### src/hdl/src_pkg.sv
// Shared constants and the CRC-8 byte step for the sensor block read
package src_pkg;

  // ==========================================================================
  // Widths and counts
  // ==========================================================================
  localparam int          BYTE_W     = 8;
  localparam int          ADDR_W     = 8;
  localparam int          DATA_BYTES = 4;
  localparam int          FIFO_DEPTH = 8;
  localparam logic [1:0]  LAST_IDX   = 2'h3;

  // ==========================================================================
  // CRC constants
  // ==========================================================================
  localparam logic [7:0]  CRC_SEED   = 8'hFF;

  // One byte folded into the CRC, polynomial x^8+x^2+x+1, bit-parallel
  function automatic logic [7:0] crc8_step(input logic [7:0] c, input logic [7:0] d);
    logic [7:0] n;
    n[0] = d[7] ^ d[6] ^ d[0] ^ c[0] ^ c[6] ^ c[7];
    n[1] = d[6] ^ d[1] ^ d[0] ^ c[0] ^ c[1] ^ c[6];
    n[2] = d[6] ^ d[2] ^ d[1] ^ d[0] ^ c[0] ^ c[1] ^ c[2] ^ c[6];
    n[3] = d[7] ^ d[3] ^ d[2] ^ d[1] ^ c[1] ^ c[2] ^ c[3] ^ c[7];
    n[4] = d[4] ^ d[3] ^ d[2] ^ c[2] ^ c[3] ^ c[4];
    n[5] = d[5] ^ d[4] ^ d[3] ^ c[3] ^ c[4] ^ c[5];
    n[6] = d[6] ^ d[5] ^ d[4] ^ c[4] ^ c[5] ^ c[6];
    n[7] = d[7] ^ d[6] ^ d[5] ^ c[5] ^ c[6] ^ c[7];
    return n;
  endfunction

endpackage

### src/hdl/src_link_if.sv
// Link between the host end and the sensor end: read request and byte stream
`timescale 1ns/10ps
interface src_link_if;

  // Read request, host to sensor
  logic                           reqValid;
  logic                           reqReady;
  logic [src_pkg::ADDR_W-1:0]     reqAddr;

  // Returned bytes, sensor to host
  logic                           datValid;
  logic                           datReady;
  logic [src_pkg::BYTE_W-1:0]     datByte;
  logic                           datLast;

  modport dev (
    input  reqValid,
    output reqReady,
    input  reqAddr,
    output datValid,
    input  datReady,
    output datByte,
    output datLast
  );

  modport host (
    output reqValid,
    input  reqReady,
    output reqAddr,
    input  datValid,
    output datReady,
    input  datByte,
    input  datLast
  );

endinterface

### src/hdl/src_dev_end.sv
// Sensor end of the block read: register fetch, CRC append, output FIFO
`timescale 1ns/10ps

// ============================================================================
// Output FIFO
// ============================================================================
module src_fifo #(
  parameter int WIDTH = 9,
  parameter int DEPTH = src_pkg::FIFO_DEPTH
) (
  // Clock and reset
  input  wire logic             ref_clk,
  input  wire logic             rstn,
  // Fill side
  input  wire logic             inValid,
  output logic                  inReady,
  input  wire logic [WIDTH-1:0] inData,
  // Drain side
  output logic                  outValid,
  input  wire logic             outReady,
  output logic [WIDTH-1:0]      outData
);

  localparam int             PW       = (DEPTH > 1) ? $clog2(DEPTH) : 1;
  localparam int             CW       = $clog2(DEPTH + 1);
  localparam logic [CW-1:0]  FULL_CNT = CW'(DEPTH);
  localparam logic [PW-1:0]  LAST_PTR = PW'(DEPTH - 1);

  logic [WIDTH-1:0] mem_r   [DEPTH];
  logic [WIDTH-1:0] mem_nxt [DEPTH];
  logic [PW-1:0]    wrPtr_r;
  logic [PW-1:0]    wrPtr_nxt;
  logic [PW-1:0]    rdPtr_r;
  logic [PW-1:0]    rdPtr_nxt;
  logic [CW-1:0]    count_r;
  logic [CW-1:0]    count_nxt;
  logic             doWr;
  logic             doRd;

  assign inReady  = (count_r != FULL_CNT);
  assign outValid = (count_r != '0);
  assign outData  = mem_r[rdPtr_r];
  assign doWr     = inValid & inReady;
  assign doRd     = outValid & outReady;

  always_comb begin
    mem_nxt   = mem_r;
    wrPtr_nxt = wrPtr_r;
    rdPtr_nxt = rdPtr_r;
    count_nxt = count_r;
    if (doWr) begin
      mem_nxt[wrPtr_r] = inData;
      wrPtr_nxt        = (wrPtr_r == LAST_PTR) ? '0 : wrPtr_r + 1'b1;
    end
    if (doRd) begin
      rdPtr_nxt = (rdPtr_r == LAST_PTR) ? '0 : rdPtr_r + 1'b1;
    end
    if (doWr && !doRd) begin
      count_nxt = count_r + 1'b1;
    end else if (doRd && !doWr) begin
      count_nxt = count_r - 1'b1;
    end
  end

  always_ff @(posedge ref_clk or negedge rstn) begin
    if (!rstn) begin
      for (int i = 0; i < DEPTH; i++) begin
        mem_r[i] <= '0;
      end
      wrPtr_r <= '0;
      rdPtr_r <= '0;
      count_r <= '0;
    end else begin
      mem_r   <= mem_nxt;
      wrPtr_r <= wrPtr_nxt;
      rdPtr_r <= rdPtr_nxt;
      count_r <= count_nxt;
    end
  end

endmodule

// ============================================================================
// Sensor end
// ============================================================================
// What this block does
// - Send start register and next three registers
// - CRC covers exactly the four bytes sent
// - CRC accumulator starts at all ones
// - CRC bit 0 equation
// - CRC bits 1 and 2 equations
// - CRC bits 3 and 4 equations
// - CRC bits 5 and 7 equations
// - Only the final CRC is sent
// - Host enables channels before reading data
// - CRC appended only when enabled and standard
module src_dev_end #(
  parameter int DEPTH = src_pkg::FIFO_DEPTH
) (
  // Clock and reset
  input  wire logic                       ref_clk,
  input  wire logic                       rstn,
  // Link to the host end
  src_link_if.dev                         link,
  // Configuration from the sensor logic
  input  wire logic                       crcEnable,
  input  wire logic                       stdReadMode,
  // Register file read port, data one cycle after the enable
  output logic                            regRdEn,
  output logic [src_pkg::ADDR_W-1:0]      regAddr,
  input  wire logic [src_pkg::BYTE_W-1:0] regRdData,
  // Status
  output logic                            busy
);

  typedef enum logic [2:0] {
    ST_IDLE = 3'b000,
    ST_READ = 3'b001,
    ST_CAPT = 3'b010,
    ST_PUSH = 3'b011,
    ST_CRC  = 3'b100
  } src_dev_state_type;

  localparam int FW = src_pkg::BYTE_W + 1;

  src_dev_state_type               state_r;
  src_dev_state_type               state_nxt;
  logic [src_pkg::ADDR_W-1:0]      addr_r;
  logic [src_pkg::ADDR_W-1:0]      addr_nxt;
  logic [1:0]                      idx_r;
  logic [1:0]                      idx_nxt;
  logic [src_pkg::BYTE_W-1:0]      byte_r;
  logic [src_pkg::BYTE_W-1:0]      byte_nxt;
  logic [src_pkg::BYTE_W-1:0]      crc_r;
  logic [src_pkg::BYTE_W-1:0]      crc_nxt;
  logic                            append_r;
  logic                            append_nxt;
  logic                            fifoInValid;
  logic                            fifoInReady;
  logic [FW-1:0]                   fifoInData;
  logic [FW-1:0]                   fifoOutData;
  logic                            lastData;

  // ==========================================================================
  // Sequencer
  // ==========================================================================
  assign link.reqReady = (state_r == ST_IDLE);
  assign regRdEn       = (state_r == ST_READ);
  assign regAddr       = addr_r;
  assign busy          = (state_r != ST_IDLE);
  // Without CRC the fourth data byte closes the frame
  assign lastData      = (idx_r == src_pkg::LAST_IDX) && !append_r;

  always_comb begin
    state_nxt   = state_r;
    addr_nxt    = addr_r;
    idx_nxt     = idx_r;
    byte_nxt    = byte_r;
    crc_nxt     = crc_r;
    append_nxt  = append_r;
    fifoInValid = 1'b0;
    fifoInData  = '0;
    case (state_r)
      ST_IDLE: begin
        if (link.reqValid) begin
          addr_nxt   = link.reqAddr;
          idx_nxt    = '0;
          crc_nxt    = src_pkg::CRC_SEED;
          // Mode sampled once per read so a frame never changes shape
          append_nxt = crcEnable & stdReadMode;
          state_nxt  = ST_READ;
        end
      end
      ST_READ: begin
        state_nxt = ST_CAPT;
      end
      ST_CAPT: begin
        byte_nxt  = regRdData;
        crc_nxt   = src_pkg::crc8_step(crc_r, regRdData);
        state_nxt = ST_PUSH;
      end
      ST_PUSH: begin
        fifoInValid = 1'b1;
        fifoInData  = {lastData, byte_r};
        if (fifoInReady) begin
          if (idx_r == src_pkg::LAST_IDX) begin
            state_nxt = append_r ? ST_CRC : ST_IDLE;
          end else begin
            // Address wraps at the top of the map
            idx_nxt   = idx_r + 1'b1;
            addr_nxt  = addr_r + 1'b1;
            state_nxt = ST_READ;
          end
        end
      end
      ST_CRC: begin
        // Intermediate values never leave the block
        fifoInValid = 1'b1;
        fifoInData  = {1'b1, crc_r};
        if (fifoInReady) begin
          state_nxt = ST_IDLE;
        end
      end
      default: begin
        state_nxt = ST_IDLE;
      end
    endcase
  end

  always_ff @(posedge ref_clk or negedge rstn) begin
    if (!rstn) begin
      state_r  <= ST_IDLE;
      addr_r   <= '0;
      idx_r    <= '0;
      byte_r   <= '0;
      crc_r    <= src_pkg::CRC_SEED;
      append_r <= 1'b0;
    end else begin
      state_r  <= state_nxt;
      addr_r   <= addr_nxt;
      idx_r    <= idx_nxt;
      byte_r   <= byte_nxt;
      crc_r    <= crc_nxt;
      append_r <= append_nxt;
    end
  end

  // ==========================================================================
  // Output buffer
  // ==========================================================================
  // A slow host stalls the sequencer through fifoInReady
  src_fifo #(
    .WIDTH (FW),
    .DEPTH (DEPTH)
  ) uFifo (
    .ref_clk  (ref_clk),
    .rstn     (rstn),
    .inValid  (fifoInValid),
    .inReady  (fifoInReady),
    .inData   (fifoInData),
    .outValid (link.datValid),
    .outReady (link.datReady),
    .outData  (fifoOutData)
  );

  assign link.datByte = fifoOutData[src_pkg::BYTE_W-1:0];
  assign link.datLast = fifoOutData[src_pkg::BYTE_W];

endmodule

### src/flat_wrapper.sv
// flat-port wrapper written by rule: the top's interface ports become plain ports
module src_dev_end_flat 
#(
  parameter int DEPTH = src_pkg::FIFO_DEPTH
)
  (ref_clk, rstn, crcEnable, stdReadMode, regRdEn, regAddr, regRdData, busy, link_reqValid, link_reqReady, link_reqAddr, link_datValid, link_datReady, link_datByte, link_datLast);
  src_link_if link_i ();
  input  wire logic ref_clk;
  input  wire logic rstn;
  input  wire logic crcEnable;
  input  wire logic stdReadMode;
  output logic regRdEn;
  output logic [src_pkg::ADDR_W-1:0] regAddr;
  input  wire logic [src_pkg::BYTE_W-1:0] regRdData;
  output logic busy;
  input wire logic [$bits(link_i.reqValid)-1:0] link_reqValid;
  output wire logic [$bits(link_i.reqReady)-1:0] link_reqReady;
  input wire logic [$bits(link_i.reqAddr)-1:0] link_reqAddr;
  output wire logic [$bits(link_i.datValid)-1:0] link_datValid;
  input wire logic [$bits(link_i.datReady)-1:0] link_datReady;
  output wire logic [$bits(link_i.datByte)-1:0] link_datByte;
  output wire logic [$bits(link_i.datLast)-1:0] link_datLast;
  assign link_i.reqValid = link_reqValid;
  assign link_reqReady = link_i.reqReady;
  assign link_i.reqAddr = link_reqAddr;
  assign link_datValid = link_i.datValid;
  assign link_i.datReady = link_datReady;
  assign link_datByte = link_i.datByte;
  assign link_datLast = link_i.datLast;
  src_dev_end #(.DEPTH(DEPTH)) u_core (.ref_clk(ref_clk), .rstn(rstn), .link(link_i), .crcEnable(crcEnable), .stdReadMode(stdReadMode), .regRdEn(regRdEn), .regAddr(regAddr), .regRdData(regRdData), .busy(busy));
endmodule
### config.mk
export PLATFORM = sky130hd
export DESIGN_NAME = src_dev_end_flat
export DESIGN_NICKNAME = d
export VERILOG_FILES = /design/src/hdl/src_pkg.sv /design/src/hdl/src_link_if.sv /design/src/hdl/src_dev_end.sv /design/src/flat_wrapper.sv
export SDC_FILE = /design/constraint.sdc
export NUM_CORES = 1
export LEC_CHECK = 0
export BUFFER_PORTS_ARGS = -buffer_cell sky130_fd_sc_hd__buf_2
export CORE_MARGIN = 3
export CORE_UTILIZATION = 64
export DETAILED_ROUTE_END_ITERATION = 12
export GPL_ROUTABILITY_DRIVEN = 0
export GPL_TIMING_DRIVEN = 0
export HOLD_SLACK_MARGIN = 0.15
export PLACE_DENSITY_LB_ADDON = 0.2
export SLEW_MARGIN = 20
export SYNTH_ARGS = -nofsm -noshare
export SYNTH_HDL_FRONTEND = slang
export SYNTH_SLANG_ARGS = --single-unit
### constraint.sdc
create_clock -name ref_clk -period 6 [get_ports ref_clk]
set_input_delay 0.6 -clock ref_clk [delete_from_list [all_inputs] [get_ports ref_clk]]
set_output_delay 0.6 -clock ref_clk [all_outputs]
set_load 0.02 [all_outputs]
* Yosys cells after proc, flatten, opt, wreduce, memory -nomap -nowiden
Cells that the tools add are included.
** Storage, ports and cells
- Flip-flop bits (word level) :: 112
- Latch bits :: 0
- RAM bits :: 0
- ROM bits :: 0
- Input bits :: 22
- Output and inout bits :: 21
- Memories :: 0
** Cells by class
- Add/sub/neg operators :: 6
- Multiply operators :: 0
- Divide/modulo/power cells :: 0
- Magnitude comparators :: 3
- Eq/ne operators :: 12
- Shift operators :: 0
- Mux-type cells :: 28
- Bitwise operators :: 48
- Reduce and logical (&&, ||, !) cells :: 18
** Operators by type and width (number)
- $bwmux 72 :: 1
- $xor 1x1->1 :: 43
- $mux 8 :: 4
- $pmux 8 s2 :: 2
- $bmux 9 s3 :: 1
- $demux 9 s3 :: 1
- $mux 9 :: 3
- $mux 3 :: 7
- $pmux 9 s2 :: 1
- $pmux 3 s5 :: 1
- $eq 3x3->1 const B :: 3
- $add 8x1->8 const B :: 1
- $ge 4x4->1 const B :: 2
- $mux 4 :: 2
- $ne 2x2->1 const B :: 4
- $not 3->4 :: 2
- $add 3x1->3 const B :: 2
- $eq 3x2->1 const B :: 2
- $mux 2 :: 3
- $reduce_bool 2->1 :: 3
- $add 4x1->4 const B :: 1
- $logic_and 1x1->1 :: 4
- $lt 4x1->1 const B :: 1
- $ne 4x4->1 const B :: 1
- other kinds (15) :: 20

* Depth between registers and ports, before layout
- Depth in word-level cells :: 8
- Mapped depth :: 12

* By module
From an unflattened synthesis, not the netlist that was laid out.
** Second synthesis, totals
- Cell total of the unflattened synthesis :: 422
- Area, all modules :: 5860.6 um2
** Modules (own cells, without submodules)
- src_fifo :: instances 1, cells each 245, area each 3988.8 um2, sequential area each 2052.0 um2
- src_dev_end :: instances 1, cells each 177, area each 1871.8 um2, sequential area each 760.7 um2

* Worst setup path after synthesis
No wires, ideal clock.
- Kind :: reg2reg
- Start point :: reg u_core.uFifo.count_r[1]
- End point :: reg u_core.uFifo.count_r[3]
- Arrival time :: 2459 ps
- Slack :: 3416 ps
- Cell stages (with the launch flop) :: 11
- Path buffers :: 0
- Period minus slack after synthesis :: 2584 ps
- Path through :: dfrtp_1 -> or4_1 -> nand2_1 -> ha_1 -> inv_1 -> ha_1 -> a21o_1 -> a21oi_1 -> xnor2_1 -> nor2_1 -> xor2_1
** Between the ends
- Longest elaborated chain between the ends :: 5
- Elaborated cells between the ends (all ways) :: 13
** Ends and longest elaborated chain
- from (decl) :: line src_dev_end.sv:35 : logic [CW-1:0] count_r;
- from (signal assigned) :: line src_dev_end.sv:77 : count_r <= count_nxt;
- $reduce_bool 4->1 (*) :: line src_dev_end.sv:41 : assign outValid = (count_r != '0);
- via link_datValid :: line flat_wrapper.sv:19 : output wire logic [$bits(link_i.datValid)-1:0] link_datValid;
- $and 1x1->1 (*) :: line src_dev_end.sv:44 : assign doRd = outValid & outReady;
- $logic_not 1->1 :: line src_dev_end.sv:58 : if (doWr && !doRd) begin
- $logic_and 1x1->1 :: line src_dev_end.sv:58
- $mux 4 / $reduce_bool 2->1 (equally long branches)
Mark *: on every way through the listed nets, which the timed path passes. The rest lies on a longest branch. The select of a mux whose other input is x is not followed.
A chain may end at the register's enable or synchronous reset.

* Final worst setup path
- Start point :: reg u_core.uFifo.rdPtr_r[1]
- End point :: out link_datByte[3]
** Between the ends
- Longest elaborated chain between the ends :: 4
** Ends and longest elaborated chain
- from (decl) :: line src_dev_end.sv:33 : logic [PW-1:0] rdPtr_r;
- from (signal assigned) :: line src_dev_end.sv:76 : rdPtr_r <= rdPtr_nxt;
- $not 3->4 (implied by the code) :: line src_dev_end.sv:42 : assign outData = mem_r[rdPtr_r];
- $bmux 9 s3 :: line src_dev_end.sv:42
- $mux 9 (implied by the code) (2 in series) :: line src_dev_end.sv:42
- to (decl) :: line flat_wrapper.sv:21 : output wire logic [$bits(link_i.datByte)-1:0] link_datByte;
Every way passes these cells. The select of a mux whose other input is x is not followed.

==> metrics.md <==
| Metric | Value |
|---|---|
| Status | complete, no violations |
| Post-CTS sizing | 0 |
| Setup CP Type | reg2out |
| Root buf cell | clkbuf_8 |
| First-pass GRT wire length | slightly above 20 mm |
| CP top delay family | buffers and inverters |
| Longest Clk Path Bufs | 2 |
| RSZ-0062 raised after global routing | no |
| Final worst path period need | 3260 ps |
| Crit path required time | 5400 ps |
| Starting Density | 0.664 |
| Async set or reset register ratio after synthesis | 1.00 |
| GRT Total Usage | 0.259 |
| Setup repair bufs after CTS | 0 |
| Setup violations, final | 0 |
| FF/Latch Area | 2810 µm² |
| Reg clk slew, reported paths | roughly 110 ps |
| Core area | 8300 µm² |
| Post-DRT Antenna Nets | 0 |
| Die H | 98.8 µm |
| Top Ports | 43 |
| Filler instances | 575 |
| First-pass DRT Iterations | 4 |
| Routed len/inst | 17.5 µm |
| CTS tree | yes |
| FP Rows | 33 |
| Hold_buf cts | 1 |
| Power per cell area | roughly 600 nW/µm² |
| Top cell type's share of synthesized area | 0.472 |
| Hold Path Depth | 3 |
| DR iter-0 viols | about 160 |
| Nature of the critical path startpoint | flip-flop |
| Die width | 98.8 µm |
| Combinational power share | 0.492 |
| Most frequent cells in the layout | dfrtp_1, nand2_1, a21oi_1 |
| DR vias | between 4,000 and 5,000 |
| Worst-path cell chain | clkbuf_1 > buf_1 > mux4_2 > mux2_2 > buf_2 |
| Hold Path Origin | regRdData[0] |
| R2r startpoint | u_core.uFifo.count_r[1] |
| Mapped Cells | 513 |
| Synth area leader | dfrtp_1 |
| Synth Net Count | 545 |
| Synth Flop Type | dfrtp_1 |
| DP Cell Count | 661 |
| Vias per cell | slightly below 6 |
| Area growth syn-to-layout | 11.0% |
| Fin crit share | 0.543 |
| CP bufs+invs | 3 |
| Sequential power share | 0.371 |
| Worst rel slew slack | 0.219 |
| Post-route DRC | 0 |
| Die Area | 9760 µm² |
| R2r endpoint | u_core.uFifo.count_r[3] |
| Tot Pwr | between 3 and 4 mW |
| Largest net degree at the start of global routing | 79 |
| Clk sinks | 112 |
| Routed WL | approximately 12 mm |
| Gr ovfl total | 0 |
| CTS HTree Levels | 3 |
| Setup total negative slack | 0 ps |
| Hold WC Path Type | in2reg |
| Reg2Reg Depth | 11 |
| Final Non-Filler Cells | 678 |
| Seq/Total Area, Yosys | 0.511 |
| Area contributors post-synth | dfrtp_1, mux4_2, nand2_1 |
| Antenna diodes | 0 |
| CTS Buf Count | 9 |
| Layout cell share with drive strength beyond 1 | 0.241 |
| Area of the multi-input gates | 2520 µm² |
| Netlist Area Pre-Place | 5510 µm² |
| Worst R2R Setup Slack | 3200 ps |
| Critical Path AT | 2660 ps |
| Worst Hold Endpoint | u_core.byte_r[0] |
| Setup WS pre-CTS | 3150 ps |
| Crit-path max FO | 10 |
| Slowest CP cell | buf_1 |
| Clock latency at the later pin of the worst-skew pair | 370 ps |
| Switching share of power | 0.417 |
| Max_cap viols | 0 |
| Sw power | 1.52 mW |
| EDFF count, synth | 0 |
| Worst-Margin Slew | 1170 ps |
| Initial antenna violation count | 0 |
| Critical Path Max Stage Delay | 540 ps |
| Clock Power Share | 0.137 |
| Vias in the first global route | 4,111 |
| FMAX | between 300 and 400 MHz |
| Maximum vdd drop | approximately 0.35 mV |
| Yosys reg bits | 112 |
| Netlist cell types | 54 |
| Leak pwr | 2.73 nW |
| Dpl hpwl | 8.73 mm |
| Worst clock skew | 13.8 ps |
| Nature of the critical path endpoint | primary output |
| Avg Inst Size Synth | 10.7 µm² |
| YS warnings | 0 |
| PortBufs | 42 |
| Pint | 2.13 mW |
| Hold Vio Cnt, Final | 0 |
| Setup WS post-layout | 2740 ps |
| Most common cell after layout, fill and taps aside | dfrtp_1 |
| Max Slew Vio Count | 0 |
| Nets | 600 |
-- routing by layer --
layer  part of all wire  up-vias  global-route usage
met5                  0        -                   0
met1               0.44     1971               0.341
met4              0.015        0              0.0851
met2               0.51       91               0.431
met3              0.041       15              0.0545
li1                   -     1925                   -
-- power by group through the flow --
| stage | Clock, mW | Combinational (mW) | Sequential (mW) |
|---|---|---|---|
| after global routing | 0.530 | 1.99 | 1.40 |
| after detailed placement | 0 | 1.80 | 1.37 |
| after floorplan | 0 | 1.36 | 1.33 |
| after global placement | 0 | 1.72 | 1.34 |
| final | 0.499 | 1.80 | 1.36 |
| after CTS | 0.502 | 1.81 | 1.35 |
-- cell type report --
type | instances | area share
multi-input cells | 370 | 0.413
clock inverters | 6 | 0.0151
inverters | 4 | 0.00246
well taps | 105 | 0.0215
clock buffers | 10 | 0.0209
repair buffers | 44 | 0.0415
plain buffers | 27 | 0.0256
flip-flops and latches | 112 | 0.460
-- worst max path at each step --
stage | startpoint | to | depth (start not counted)
after detailed placement | u_core.uFifo.rdPtr_r[1] | link_datByte[1] | 5
after floorplan | u_core.uFifo.count_r[1] | u_core.uFifo.count_r[3] | 10
after CTS | u_core.uFifo.rdPtr_r[1] | link_datByte[3] | 5
final | u_core.uFifo.rdPtr_r[1] | link_datByte[3] | 5
after global routing | u_core.uFifo.rdPtr_r[1] | link_datByte[2] | 5
after global placement | rstn | u_core.byte_r[1] | 1
-- kinds of logic after synthesis --
family | share of synthesized area
xor+xnor | 0.0481
mux | 0.0979
buf+inv | 0.0311
fa+ha+maj | 0.0241
simple gates | 0.144
flops | 0.511
compound gates | 0.144
-- state kept, by name, summed over array words and instances (netlist names) --
register and count:
u_core.regAddr 8, u_core.uFifo.wrPtr_r 3, u_core.uFifo.rdPtr_r 3, u_core.uFifo.mem_r 72, u_core.state_r 3, u_core.append_r 1, u_core.byte_r 8, u_core.idx_r 2
u_core.crc_r 8, u_core.uFifo.count_r 4
-- synth_stat cells (all sizes together), types with 3 or more instances --
cell type	n
dfstp	8
a21oi	53
dfrtp	104
mux2	11
o21ai	49
and3	3
nor2	42
a211oi	5
xnor2	18
a22oi	8
nand2	89
ha	9
nor3b	4
nand3b	3
xor2	7
a21o	3
buf	18
a31oi	7
clkbuf	9
mux4	18
nor3	10
o22ai	3
nand3	10
inv	4
-- tightest hold or removal path, stage by stage --
cell and delay (ps):
buf_2 90, nand2_1 50, nand2_1 50
-- stage by stage --
stage                     utilization  hold slack (ps)  cell area, µm²
after CTS                       0.737              429            6110
after global routing            0.737              461            6110
after detailed placement        0.709              466            5880
final                           0.737              442            6110
after global placement          0.705              457            5850
after floorplan                     -              304            5510
Note: power is estimated with default switching activity, not from simulation.
